--- src/common/nco_regs.vh ---
`ifndef NCO_REGS_VH
`define NCO_REGS_VH

// ----------------------------------------
// Register byte addresses (haddr[7:0])
// ----------------------------------------
`define OFS_CONTROL      8'h00
`define OFS_CLOCK_WIDTH  8'h04
`define OFS_ACC_LOW      8'h08
`define OFS_ACC_HIGH     8'h0c
`define OFS_ACC_UPPER    8'h10
`define OFS_STEP_LOW     8'h14
`define OFS_STEP_HIGH    8'h18
`define OFS_STEP_UPPER   8'h1c
`define OFS_STATUS       8'h20

// ----------------------------------------
// Field positions
// ----------------------------------------
`define CTRL_ENABLE      7
`define CTRL_OUT_STATE   5
`define CTRL_INVERT      4
`define CTRL_PULSE_MODE  0
`define PWS_HI           7
`define PWS_LO           5
`define CKS_HI           3
`define CKS_LO           0
`define STAT_OVERFLOW    0

// ----------------------------------------
// Widths and reset values
// ----------------------------------------
`define ACC_W            20
`define RST_CONTROL      8'h00
`define RST_CLOCK_WIDTH  8'h00
`define RST_ACC          20'h00000
`define RST_STEP_LOW     8'h01
`define RST_STEP_HIGH    8'h00
`define RST_STEP_UPPER   4'h0
`define RST_SHADOW       20'h00001

// ----------------------------------------
// Clock source codes
// ----------------------------------------
`define CKS_RESERVED     4'h5
`define CKS_LAST         4'ha
`define NUM_SOURCES      11

`endif

--- src/rtl/nco_core.v ---
`timescale 1ns/1ps
`include "nco_regs.vh"

module nco_core
(
   input  wire                hclk,
   input  wire                hresetn,
   input  wire                enable,
   input  wire                tick,
   input  wire                pulse_mode,
   input  wire [2:0]          pulse_width_select,
   input  wire [`ACC_W-1:0]   step,
   input  wire [2:0]          acc_wr,
   input  wire [7:0]          acc_wdata,
   output reg  [`ACC_W-1:0]   acc,
   output reg                 raw_out,
   output reg                 overflow
);

   reg  [7:0]      span_left;
   wire [`ACC_W:0] sum = {1'b0, acc} + {1'b0, step};

   // Periods still to hold after the first one
   function [7:0] pulse_span;
      input [2:0] pws;
      begin
         pulse_span = (8'h01 << pws) - 8'h01;
      end
   endfunction

   // ----------------------------------------
   // Phase accumulator
   // ----------------------------------------
   always @(posedge hclk or negedge hresetn)
   begin
      if (!hresetn)
      begin
         acc      <= `RST_ACC;
         overflow <= 1'b0;
      end
      else
      begin
         overflow <= enable & tick & sum[`ACC_W];
         if (acc_wr != 3'b000)
         begin
            // Writes take priority over the adder; a tick in the same cycle adds nothing
            if (acc_wr[0])
               acc[7:0] <= acc_wdata;
            if (acc_wr[1])
               acc[15:8] <= acc_wdata;
            if (acc_wr[2])
               acc[19:16] <= acc_wdata[3:0];
         end
         else if (enable && tick)
            acc <= sum[`ACC_W-1:0];
      end
   end

   // ----------------------------------------
   // Output shaping
   // ----------------------------------------
   always @(posedge hclk or negedge hresetn)
   begin
      if (!hresetn)
      begin
         raw_out   <= 1'b0;
         span_left <= 8'h00;
      end
      else if (!enable)
      begin
         raw_out   <= 1'b0;
         span_left <= 8'h00;
      end
      else if (tick)
      begin
         if (sum[`ACC_W])
         begin
            if (pulse_mode)
            begin
               raw_out   <= 1'b1;
               span_left <= pulse_span(pulse_width_select);
            end
            else
               raw_out <= ~raw_out;
         end
         else if (pulse_mode)
         begin
            if (span_left != 8'h00)
               span_left <= span_left - 8'h01;
            else
               raw_out <= 1'b0;
         end
      end
   end

endmodule

--- src/rtl/numerically_controlled_osc.v ---
// Design decisions made here: register access over AHB-Lite and the register offsets.
`timescale 1ns/1ps
`include "nco_regs.vh"

// Summary of operation
// - Oscillator runs only while enable bit set
// - Control bit 5 shows present output state
// - Invert bit flips the oscillator output
// - Mode bit: pulse mode, else toggle divide-by-two
// - Pulse width field selects 1 to 128 periods
// - Width field ignored outside pulse mode
// - Four-bit field selects the input clock source
// - Accumulator read as low, high, upper nibble
// - Unused accumulator bits read as zero
// - Accumulator updates continuously, no atomic snapshot
// - Step value is upper, high, low concatenated
// - Step low byte resets to one
// - Adder uses a separate shadow step copy
// - While enabled, low byte write loads shadow on falling edge
// - Other registers reset to zero
// - Rising edge adds step; carry is overflow
// - Fixed duty mode toggles output per overflow
// - Pulse starts at overflow edge, ends after width
// - Overflow flag stays set until software clears

module numerically_controlled_osc
(
   input  wire                     hclk,
   input  wire                     hresetn,
   input  wire                     hsel,
   input  wire [31:0]              haddr,
   input  wire [1:0]               htrans,
   input  wire                     hwrite,
   input  wire [2:0]               hsize,
   input  wire [31:0]              hwdata,
   input  wire                     hready,
   output reg  [31:0]              hrdata,
   output wire                     hreadyout,
   output wire                     hresp,
   input  wire [`NUM_SOURCES-1:0]  osc_sources,
   output reg                      nco_out
);

   // ----------------------------------------
   // Register state
   // ----------------------------------------
   reg                 osc_enable;
   reg                 output_invert;
   reg                 pulse_mode_select;
   reg  [2:0]          pulse_width_select;
   reg  [3:0]          clock_source_select;
   reg  [7:0]          step_low;
   reg  [7:0]          step_high;
   reg  [3:0]          step_upper;
   reg  [`ACC_W-1:0]   step_shadow;
   reg                 shadow_pend;
   reg                 overflow_flag;

   // ----------------------------------------
   // Bus state
   // ----------------------------------------
   reg                 wr_pend;
   reg                 rd_pend;
   reg  [7:0]          addr_q;
   reg  [31:0]         next_hrdata;

   // ----------------------------------------
   // Clock source path
   // ----------------------------------------
   reg  [`NUM_SOURCES-1:0] src_meta;
   reg  [`NUM_SOURCES-1:0] src_sync;
   reg                 src_level;
   reg                 src_prev;

   wire                tick_rise;
   wire                tick_fall;
   wire [`ACC_W-1:0]   step_value_logical;
   wire [`ACC_W-1:0]   phase_accumulator;
   wire                raw_out;
   wire                overflow_event;
   wire                output_state;
   wire                take;
   wire                wr;
   wire [7:0]          w8;
   wire [2:0]          acc_wr;

   // ----------------------------------------
   // Helpers
   // ----------------------------------------
   function hit;
      input [7:0] a;
      input [7:0] ofs;
      begin
         hit = (a == ofs);
      end
   endfunction

   function source_valid;
      input [3:0] code;
      begin
         source_valid = (code <= `CKS_LAST) && (code != `CKS_RESERVED);
      end
   endfunction

   // ----------------------------------------
   // AHB-Lite slave
   // ----------------------------------------
   // Reads take one wait state so that the returned data
   // always includes a write finished just before.
   assign take      = hsel & htrans[1] & hready;
   assign hreadyout = ~rd_pend;
   assign hresp     = 1'b0;
   assign wr        = wr_pend;
   assign w8        = hwdata[7:0];

   always @(posedge hclk or negedge hresetn)
   begin
      if (!hresetn)
      begin
         wr_pend <= 1'b0;
         rd_pend <= 1'b0;
         addr_q  <= 8'h00;
      end
      else if (take)
      begin
         wr_pend <= hwrite;
         rd_pend <= ~hwrite;
         addr_q  <= haddr[7:0];
      end
      else
      begin
         wr_pend <= 1'b0;
         rd_pend <= 1'b0;
      end
   end

   always @(posedge hclk or negedge hresetn)
   begin
      if (!hresetn)
         hrdata <= 32'h00000000;
      else if (rd_pend)
         hrdata <= next_hrdata;
   end

   // Unmapped addresses read zero
   always @*
   begin
      next_hrdata = 32'h00000000;
      case (addr_q)
         `OFS_CONTROL:
         begin
            next_hrdata[`CTRL_ENABLE]     = osc_enable;
            next_hrdata[`CTRL_OUT_STATE]  = output_state;
            next_hrdata[`CTRL_INVERT]     = output_invert;
            next_hrdata[`CTRL_PULSE_MODE] = pulse_mode_select;
         end
         `OFS_CLOCK_WIDTH:
         begin
            next_hrdata[`PWS_HI:`PWS_LO] = pulse_width_select;
            next_hrdata[`CKS_HI:`CKS_LO] = clock_source_select;
         end
         `OFS_ACC_LOW:
            next_hrdata[7:0] = phase_accumulator[7:0];
         `OFS_ACC_HIGH:
            next_hrdata[7:0] = phase_accumulator[15:8];
         `OFS_ACC_UPPER:
            next_hrdata[3:0] = phase_accumulator[19:16];
         `OFS_STEP_LOW:
            next_hrdata[7:0] = step_low;
         `OFS_STEP_HIGH:
            next_hrdata[7:0] = step_high;
         `OFS_STEP_UPPER:
            next_hrdata[3:0] = step_upper;
         `OFS_STATUS:
            next_hrdata[`STAT_OVERFLOW] = overflow_flag;
         default:
            next_hrdata = 32'h00000000;
      endcase
   end

   // ----------------------------------------
   // Control and select registers
   // ----------------------------------------
   always @(posedge hclk or negedge hresetn)
   begin
      if (!hresetn)
      begin
         osc_enable          <= 1'b0;
         output_invert       <= 1'b0;
         pulse_mode_select   <= 1'b0;
         pulse_width_select  <= 3'h0;
         clock_source_select <= 4'h0;
      end
      else if (wr)
      begin
         if (hit(addr_q, `OFS_CONTROL))
         begin
            osc_enable        <= w8[`CTRL_ENABLE];
            output_invert     <= w8[`CTRL_INVERT];
            pulse_mode_select <= w8[`CTRL_PULSE_MODE];
         end
         if (hit(addr_q, `OFS_CLOCK_WIDTH))
         begin
            pulse_width_select  <= w8[`PWS_HI:`PWS_LO];
            clock_source_select <= w8[`CKS_HI:`CKS_LO];
         end
      end
   end

   // ----------------------------------------
   // Step registers and shadow
   // ----------------------------------------
   assign step_value_logical = {step_upper, step_high, step_low};

   always @(posedge hclk or negedge hresetn)
   begin
      if (!hresetn)
      begin
         step_low   <= `RST_STEP_LOW;
         step_high  <= `RST_STEP_HIGH;
         step_upper <= `RST_STEP_UPPER;
      end
      else if (wr)
      begin
         if (hit(addr_q, `OFS_STEP_LOW))
            step_low <= w8;
         if (hit(addr_q, `OFS_STEP_HIGH))
            step_high <= w8;
         if (hit(addr_q, `OFS_STEP_UPPER))
            step_upper <= w8[3:0];
      end
   end

   // A write in the same cycle as the falling edge keeps the
   // request pending, since the new byte lands only at this edge.
   always @(posedge hclk or negedge hresetn)
   begin
      if (!hresetn)
      begin
         step_shadow <= `RST_SHADOW;
         shadow_pend <= 1'b0;
      end
      else if (!osc_enable)
      begin
         step_shadow <= step_value_logical;
         shadow_pend <= 1'b0;
      end
      else
      begin
         if (wr && hit(addr_q, `OFS_STEP_LOW))
            shadow_pend <= 1'b1;
         else if (tick_fall)
            shadow_pend <= 1'b0;
         if (tick_fall && shadow_pend)
            step_shadow <= step_value_logical;
      end
   end

   // ----------------------------------------
   // Overflow flag
   // ----------------------------------------
   // Write one to clear; a new overflow in the same cycle wins
   always @(posedge hclk or negedge hresetn)
   begin
      if (!hresetn)
         overflow_flag <= 1'b0;
      else if (overflow_event)
         overflow_flag <= 1'b1;
      else if (wr && hit(addr_q, `OFS_STATUS) && w8[`STAT_OVERFLOW])
         overflow_flag <= 1'b0;
   end

   // ----------------------------------------
   // Input clock selection
   // ----------------------------------------
   // Sources are sampled, so each must run well below hclk/2.
   // Switching source may produce one spurious edge.
   always @(posedge hclk or negedge hresetn)
   begin
      if (!hresetn)
      begin
         src_meta <= {`NUM_SOURCES{1'b0}};
         src_sync <= {`NUM_SOURCES{1'b0}};
         src_prev <= 1'b0;
      end
      else
      begin
         src_meta <= osc_sources;
         src_sync <= src_meta;
         src_prev <= src_level;
      end
   end

   always @*
   begin
      src_level = 1'b0;
      if (source_valid(clock_source_select))
         src_level = src_sync[clock_source_select];
   end

   assign tick_rise = src_level & ~src_prev;
   assign tick_fall = ~src_level & src_prev;

   // ----------------------------------------
   // Accumulator and output engine
   // ----------------------------------------
   assign acc_wr[0] = wr & hit(addr_q, `OFS_ACC_LOW);
   assign acc_wr[1] = wr & hit(addr_q, `OFS_ACC_HIGH);
   assign acc_wr[2] = wr & hit(addr_q, `OFS_ACC_UPPER);

   nco_core u_core
   (
      .hclk               (hclk),
      .hresetn            (hresetn),
      .enable             (osc_enable),
      .tick               (tick_rise),
      .pulse_mode         (pulse_mode_select),
      .pulse_width_select (pulse_width_select),
      .step               (step_shadow),
      .acc_wr             (acc_wr),
      .acc_wdata          (w8),
      .acc                (phase_accumulator),
      .raw_out            (raw_out),
      .overflow           (overflow_event)
   );

   // ----------------------------------------
   // Polarity stage
   // ----------------------------------------
   assign output_state = raw_out ^ output_invert;

   always @(posedge hclk or negedge hresetn)
   begin
      if (!hresetn)
         nco_out <= 1'b0;
      else
         nco_out <= output_state;
   end

endmodule

--- config.mk ---
export PLATFORM = sky130hd
export DESIGN_NAME = numerically_controlled_osc
export DESIGN_NICKNAME = d
export VERILOG_FILES = /design/src/rtl/nco_core.v /design/src/rtl/numerically_controlled_osc.v
export VERILOG_INCLUDE_DIRS = /design/src /design/src/common
export SDC_FILE = /design/constraint.sdc
export NUM_CORES = 1
export LEC_CHECK = 0
export BUFFER_PORTS_ARGS = -buffer_cell sky130_fd_sc_hd__buf_2
export CAP_MARGIN = 40
export CORE_MARGIN = 2
export CORE_UTILIZATION = 58
export CTS_BUF_LIST = sky130_fd_sc_hd__clkbuf_4
export DETAILED_ROUTE_END_ITERATION = 10
export MAX_ROUTING_LAYER = met4
export PLACE_DENSITY = 0.81
export SYNTH_ARGS = -nofsm -noshare
export SYNTH_HDL_FRONTEND = slang
export SYNTH_SLANG_ARGS = --single-unit
--- constraint.sdc ---
create_clock -name hclk -period 4.5 [get_ports hclk]
set_input_delay 0.9 -clock hclk [delete_from_list [all_inputs] [get_ports hclk]]
set_output_delay 0.9 -clock hclk [all_outputs]
set_load 0.02 [all_outputs]
==> summary.txt, run 1 <==
Synthesis
  • Sequential-to-total area share from yosys stat: 0.471
  • Syn. warnings: 0
  • Yosys reg bits: between 100 and 150
  • Post-synth EDFFs: 0
  • Ys async rst share: 1.00
  • Synth top cells by count: dfrtp_1, mux2_2, nor2_1, nand2_1, o21ai_0
  • Post-synth top area share: 0.463
  • Largest area contributor in the netlist: dfrtp_1
  • Distinct cells, synth: between 60 and 70
  • Top_reg_cell synth: dfrtp_1
  • Syn avg cell area: roughly 11 sq um
  • Synth Cell Area: 6480 sq um
  • Most frequent cell after synthesis: dfrtp_1
  • Post-Synthesis Cells: roughly 600
  • Ranking of synthesized cells by area: dfrtp_1, mux2_2, ha_1, nor2_1, buf_4

Route
  • Vias per cell: 6.23
  • Final wirelength: between 15000 and 20000 um
  • Routed Antenna Nets: 0
  • DR DRC count: 0
  • DR vias: between 5000 and 6000
  • Initial DRC count: just under 600
  • Detailed Routing Iterations Pass 1: 6
  • Wire per inst: ~19 um

Worst setup path
  • Number of cells on the worst reg-to-reg path: 12
  • Worst setup EP type: flop
  • R2r setup slk: ~0.71 ns
  • Crit path max fanout: 10
  • Crit path arrival time: around 4.2 ns
  • Reg-to-reg endpoint: u_core.span_left[4]
  • Critical path origin: step_shadow[0]
  • Worst path required time: ~5.0 ns
  • Critical Path Sink: u_core.span_left[4]
  • Crit Path Class: reg -> reg
  • CP Launch Type: flop
  • Critical R2R Launch: step_shadow[0]

Timing
  • Worst-Margin Slew: 0.842 ns
  • Setup TNS: 0 ns
  • Final setup margin: roughly 0.71 ns
  • Skew final: between 0.02 and 0.025 ns
  • Max-slew headroom: 0.438
  • Slew Viols, Final: 0
  • Unrepaired setup endpoints after global routing: no
  • Fin crit share: 0.842
  • Final min period: between 3 and 4 ns
  • Fmax: 0.264 GHz
  • Final hold viol count: 0
  • Hold slack: 0.358 ns
  • Final number of setup-violating endpoints: 0

Placed design
  • DP Wirelength: 10800 um
  • GP Congestion: 0.954
  • Pre-CTS setup slack: about 0.79 ns
  • Placed Cells: 771
  • IO Port Bufs: a little over 40

Die
  • Die Wd: about 110 um
  • Initial Util: 0.595
  • Ports: between 100 and 150
  • Core area: about 11000 sq um
  • DIE AREA: between 10000 and 15000 sq um
  • Die height: between 100 and 150 um
  • # rows: 38

Global routing
  • Largest net degree at the start of global routing: 60
  • GRT Overall Usage: 0.279
  • GRT overflow: 0
  • Initial antenna violation count: 0
  • First-pass GRT wire length: 24500 um
  • Number of global-route vias before repair: about 5000

Clock tree
  • CTS H-Tree Depth: 4
  • CTS tree: yes
  • Max Buffers Root-to-Sink: 2
  • CTS resizes: 0
  • Worst-path clk slew: 0.11 ns
  • Total CTS buffers: 17
  • Later-pin clock latency in the skew report: 0.57 ns
  • Root buf cell: clkbuf_4
  • Total clock sinks: around 120
  • Post-CTS Setup Bufs: 0
  • Hold Buf Count CTS: 0

Final layout
  • Fillers: about 850
  • Post-route non-filler standard cell count: between 800 and 900
  • Syn-to-layout area delta: 8.17%
  • Core Util, Final: 0.644
  • N_diodes: 0
  • Nets: about 760
  • Register area: a little over 3000 sq um
  • Multi-input logic area: approximately 3200 sq um
  • Share of cells above drive strength 1: 0.244

Outcome
  • Run status: finished, final reports clean

Min path
  • HP Class: reg -> reg

Pwr
  • Leak Pwr: slightly above 3 nW
  • Power per cell area: between 500 and 600 nW/um^2
  • Maximum VDD drop: between 0.2 and 0.3 mV

Run
  • Max_cap viols: 0
## metal layers
metal  vias up  GRT usage  share of wire
li1       2285          -              -
met4         0      0.115          0.023
met1      2437      0.344           0.40
met3        36     0.0765          0.092
met2       248      0.435           0.48
met5         -          -              0
## cell families (layout without fill, tap and decap cells)
| family | count (synthesis) | count (layout) | synth area share |
|---|---|---|---|
| flops | 122 | 122 | 0.471 |
| buf+inv | 57 | 90 | 0.0521 |
| fa+ha+maj | 22 | 22 | 0.0436 |
| simple gates | 157 | 157 | 0.112 |
| compound gates | 155 | 155 | 0.165 |
| mux | 77 | 77 | 0.135 |
| other cells | 1 | 25 | 0.000579 |
| xor+xnor | 15 | 15 | 0.0203 |
## flip-flops by register name (all words and copies together), names as in the netlist, 3 cells and up
signal               flops
pulse_width_select       3
step_upper               4
u_core.acc              20
src_meta                10
u_core.span_left         8
step_high                8
step_shadow             20
addr_q                   8
hrdata                   8
src_sync                10
step_low                 8
clock_source_select      4
## cells in the final DEF, fill, tap and decap left out, drive strengths merged, types with 3 or more instances in the layout
cell type / count
dfrtp: 120
mux2: 71
nor2: 55
nand2: 50
buf: 49
o21ai: 28
a31oi: 25
conb: 25
a21oi: 24
ha: 21
clkbuf: 17
a21o: 13
inv: 12
o21a: 11
xnor2: 10
a211oi: 10
a22oi: 9
nand3: 9
nor4: 7
nor3: 6
mux2i: 5
xor2: 5
or4: 5
a222oi: 5
clkinv: 5
nand4: 4
nand2b: 4
clkinvlp: 4
and3: 4
or3: 3
bufinv: 3
o211ai: 3
## worst min-delay path by stage
stage,start,end,slack [ns],depth (start not counted)
2_1_floorplan,src_meta[0],src_sync[0],0.33,0
5_1_grt,src_meta[7],src_sync[7],0.37,0
3_3_place_gp,src_meta[8],src_sync[8],0.33,0
6_report,src_meta[9],src_sync[9],0.36,0
4_1_cts,src_meta[9],src_sync[9],0.36,0
3_5_place_dp,src_meta[1],src_sync[1],0.33,0
## report_power, final
part	internal [mW]	switching [mW]
logic	0.699	0.883
registers	1.27	0.164
clock network	0.385	0.448
total	2.36	1.49
## through the flow
stage                     power [mW]  area, sq um
after floorplan                 2.65         6570
after global placement          2.93         6700
after detailed placement        2.99         6710
after CTS                       3.83         7010
after global routing            4.12         7010
final                           3.85         7010
## critical path: stages (launching register included)
cell	delay, ns
dfstp_2	0.54
ha_1	0.22
fa_1	0.28
a211oi_1	0.09
nor2_1	0.28
o211ai_2	0.22
a21o_1	0.22
a21oi_1	0.41
mux2i_1	0.30
ha_1	0.38
a21oi_1	0.11
o311a_1	0.34
a311o_1	0.27
## cell type report
type	count	area share
Clock inverter	15	0.0246
Timing Repair Buffer	49	0.0382
Sequential cell	122	0.436
Tap cell	140	0.0250
Multi-Input combinational cell	451	0.453
Inverter	9	0.00482
Clock buffer	17	0.0182
No activity file was read; power rests on OpenSTA's default activity.
==> run 2: changes to the inputs <==
--- a/config.mk
+++ b/config.mk
@@ -9,11 +9,11 @@
 export BUFFER_PORTS_ARGS = -buffer_cell sky130_fd_sc_hd__buf_2
 export CAP_MARGIN = 40
 export CORE_MARGIN = 2
-export CORE_UTILIZATION = 58
+export CORE_UTILIZATION = 52
 export CTS_BUF_LIST = sky130_fd_sc_hd__clkbuf_4
 export DETAILED_ROUTE_END_ITERATION = 10
 export MAX_ROUTING_LAYER = met4
-export PLACE_DENSITY = 0.81
+export PLACE_DENSITY = 0.76
 export SYNTH_ARGS = -nofsm -noshare
 export SYNTH_HDL_FRONTEND = slang
 export SYNTH_SLANG_ARGS = --single-unit
==> constraint.sdc (replaced) <==
create_clock -name hclk -period 3.2 [get_ports hclk]
set_input_delay 0.64 -clock hclk [delete_from_list [all_inputs] [get_ports hclk]]
set_output_delay 0.64 -clock hclk [all_outputs]
set_load 0.02 [all_outputs]
==> run 2 against run 1 <==
Net effect:
- cell count grew 5.1%
- sequential share of layout area shrank 1.3 points
- combinational power is 51% higher
- sequential cell count unchanged
- sequential power increased by 41%
- total power increased by 45%
- critical path depth did not move
- register-to-register slack worse by 0.63 ns
- maximum frequency rose by 21%
- clock power is 42% higher
- largest power group unchanged
==> summary.txt, run 2 (synthesized netlist as in run 1, its figures left out) <==
Outcome
  • Run status: finished, final reports clean (unchanged)

Timing
  • Skew final: 0.0235 ns (was 0.0223 ns)
  • Final hold viol count: 0 (unchanged)
  • Final number of setup-violating endpoints: 0 (unchanged)
  • Final min period: 3.12 ns (was 3.79 ns)
  • Worst-Margin Slew: 0.677 ns (was 0.842 ns)
  • Slew Viols, Final: 0 (unchanged)
  • Max-slew headroom: 0.547 (was 0.438)
  • Unrepaired setup endpoints after global routing: yes (was no)
  • Fin crit share: 0.975 (was 0.842)
  • Fmax: 0.321 GHz (was 0.264 GHz)
  • Setup TNS: 0 ns (unchanged)

Final layout
  • Regs by FF count: step_shadow: 20 flops, u_core.acc: 20 flops (unchanged)
  • Fin area: 7230 sq um (was 7010 sq um)
  • N_diodes: 0 (unchanged)
  • Syn-to-layout area delta: 11.6% (was 8.17%)
  • Share of cells above drive strength 1: 0.278 (was 0.244)
  • Most common cell after layout, fill and taps aside: dfrtp_1 (unchanged)
  • Nets: 770 (was 757)
  • Fillers: 1008 (was 845)
  • Core Util, Final: 0.597 (was 0.644)
  • Most frequent cells in the layout: dfrtp_1, mux2_2, nor2_1 (unchanged)

Die
  • Core area: 12100 sq um (was 10900 sq um)
  • Die Wd: 116 um (was 110 um)
  • DIE AREA: 13400 sq um (was 12000 sq um)
  • Ports: 120 (unchanged)
  • Die height: 116 um (was 110 um)
  • # rows: 40 (was 38)
  • Initial Util: 0.535 (was 0.595)

Worst setup path
  • Worst path required time: 3.67 ns (was 4.95 ns)
  • Crit Path Class: reg -> reg (unchanged)
  • Top Family by Delay on Critical Path: compound AO/OA/AOI/OAI gates (unchanged)
  • Largest stage delay on the critical path: 0.50 ns (was 0.54 ns)
  • CP max-delay cell: or4_1 (was dfstp_2)
  • Critical R2R Launch: u_core.acc[0] (was step_shadow[0])
  • R2r setup slk: 0.08 ns (was 0.71 ns)
  • Critical path origin: u_core.acc[0] (was step_shadow[0])
  • Critical Path Stages: 12 (unchanged)
  • Number of cells on the worst reg-to-reg path: 12 (unchanged)
  • Cells along the critical path: ha_4 -> fa_2 -> a211oi_2 -> nor2_2 -> o211ai_2 -> a21o_1 -> a21oi_4 -> mux2i_2 -> ha_2 -> buf_6 -> or4_1 -> a31oi_1 (was ha_1 -> fa_1 -> a211oi_1 -> nor2_1 -> o211ai_2 -> a21o_1 -> a21oi_1 -> mux2i_1 -> ha_1 -> a21oi_1 -> o311a_1 -> a311o_1)
  • Crit path max fanout: 6 (was 10)
  • Worst path bufs/invs: 1 (was 0)
  • Reg-to-reg endpoint: u_core.span_left[2] (was u_core.span_left[4])
  • Worst setup EP type: flop (unchanged)
  • Crit path arrival time: 3.59 ns (was 4.24 ns)
  • CP Launch Type: flop (unchanged)
  • Critical Path Sink: u_core.span_left[2] (was u_core.span_left[4])

Placed design
  • GP Congestion: 0.952 (was 0.954)
  • IO Port Bufs: 41 (unchanged)
  • Area post-placement: 6840 sq um (was 6710 sq um)
  • DP Wirelength: 11100 um (was 10800 um)

Clock tree
  • Later-pin clock latency in the skew report: 0.56 ns (was 0.57 ns)
  • Total clock sinks: 122 (unchanged)
  • Root buf cell: clkbuf_4 (unchanged)
  • CTS tree: yes (unchanged)
  • Worst-path clk slew: 0.12 ns (was 0.11 ns)
  • Total CTS buffers: 17 (unchanged)
  • CTS H-Tree Depth: 4 (unchanged)
  • Max Buffers Root-to-Sink: 2 (unchanged)

Global routing
  • Initial antenna violation count: 0 (unchanged)
  • Largest net degree at the start of global routing: 81 (was 60)
  • First-pass GRT wire length: 25100 um (was 24500 um)
  • GRT overflow: 0 (unchanged)
  • Met3 Use GR: 0.0748 (was 0.0765)
  • GRT Overall Usage: 0.254 (was 0.279)
  • Met2 usage: 0.397 (was 0.435)
  • Met1 Track Usage GR: 0.317 (was 0.344)
  • Number of global-route vias before repair: 5003 (was 4929)
  • GR peak layer: met2 (unchanged)

Route
  • Initial DRC count: 419 (was 589)
  • Final wirelength: 15500 um (was 15200 um)
  • Routed Antenna Nets: 0 (unchanged)
  • Vias per cell: 5.97 (was 6.23)
  • Detailed Routing Iterations Pass 1: 5 (was 6)
  • DR vias: 5036 (was 5006)
  • Wire per inst: 18.4 um (was 19.0 um)
  • DR DRC count: 0 (unchanged)

Pwr
  • Leak Pwr: 3.18 nW (was 3.09 nW)
  • Overall Power: 5.59 mW (was 3.85 mW)
  • Power per cell area: 773 nW/um^2 (was 549 nW/um^2)
  • Maximum VDD drop: 0.402 mV (was 0.288 mV)

Run
  • Max_cap viols: 0 (unchanged)

Min path
  • HP Class: in -> async (was reg -> reg)
[run 2: worst register-to-register path, delay by kind of cell (launching register included)]
kind / cells / cell delay (ns)
AOI/OAI and AO/OA: 5 / 0.94
adders and majority gates: 3 / 0.76
and+or+nand+nor: 2 / 0.58
DFF: 1 / 0.44
muxes: 1 / 0.18
buffers and inverters: 1 / 0.14
[run 2: timing repair]
item / in CTS / in global routing
cloned: 0 / 0
pin swaps: 1 / 4
hold buffers: 0 / 0
buffers inserted: 0 / 4
endpoints found under the setup margin: 3 / 3
resized for setup: 2 / 13
[run 2: cell type report]
cell class,instances,area (sq um),area share
clock buffer,19,143,0.0197
inverter,9,33.8,0.00467
multi-input combinational,451,3240,0.448
tap,168,210,0.0291
sequential,122,3060,0.422
clock inverter,13,170,0.0235
timing repair buffer,62,382,0.0528
[run 2: how the worst min path moves through the flow]
| stage | endpoint | slack [ns] | cells past startpoint |
|---|---|---|---|
| after floorplan | src_sync[0] | 0.33 | 0 |
| after global placement | src_sync[10] | 0.33 | 0 |
| after detailed placement | src_sync[1] | 0.33 | 0 |
| after CTS | step_shadow[1] | 0.05 | 1 |
| after global routing | u_core.acc[3] | 0.07 | 1 |
| final | step_shadow[1] | 0.06 | 1 |
[run 2: metrics by stage]
step | hold WS (ns) | std cells | worst slack [ns]
final | 0.0572 | 844 | 0.0805
after global routing | 0.0672 | 844 | -0.0399
after CTS | 0.0502 | 840 | 0.00250
after detailed placement | 0.335 | 808 | -0.0889
after global placement | 0.331 | 807 | 0.0466
after floorplan | 0.331 | 630 | 0.00485
[run 2: per-layer routing]
metal,wire (um),part of all wire
met2,7430,0.48
met4,377,0.024
met3,1230,0.079
met5,0,0
met1,6490,0.42
[run 2: where the power goes]
part	internal [mW]	switching (mW)
logic	1.08	1.30
registers	1.79	0.241
clock network	0.564	0.614
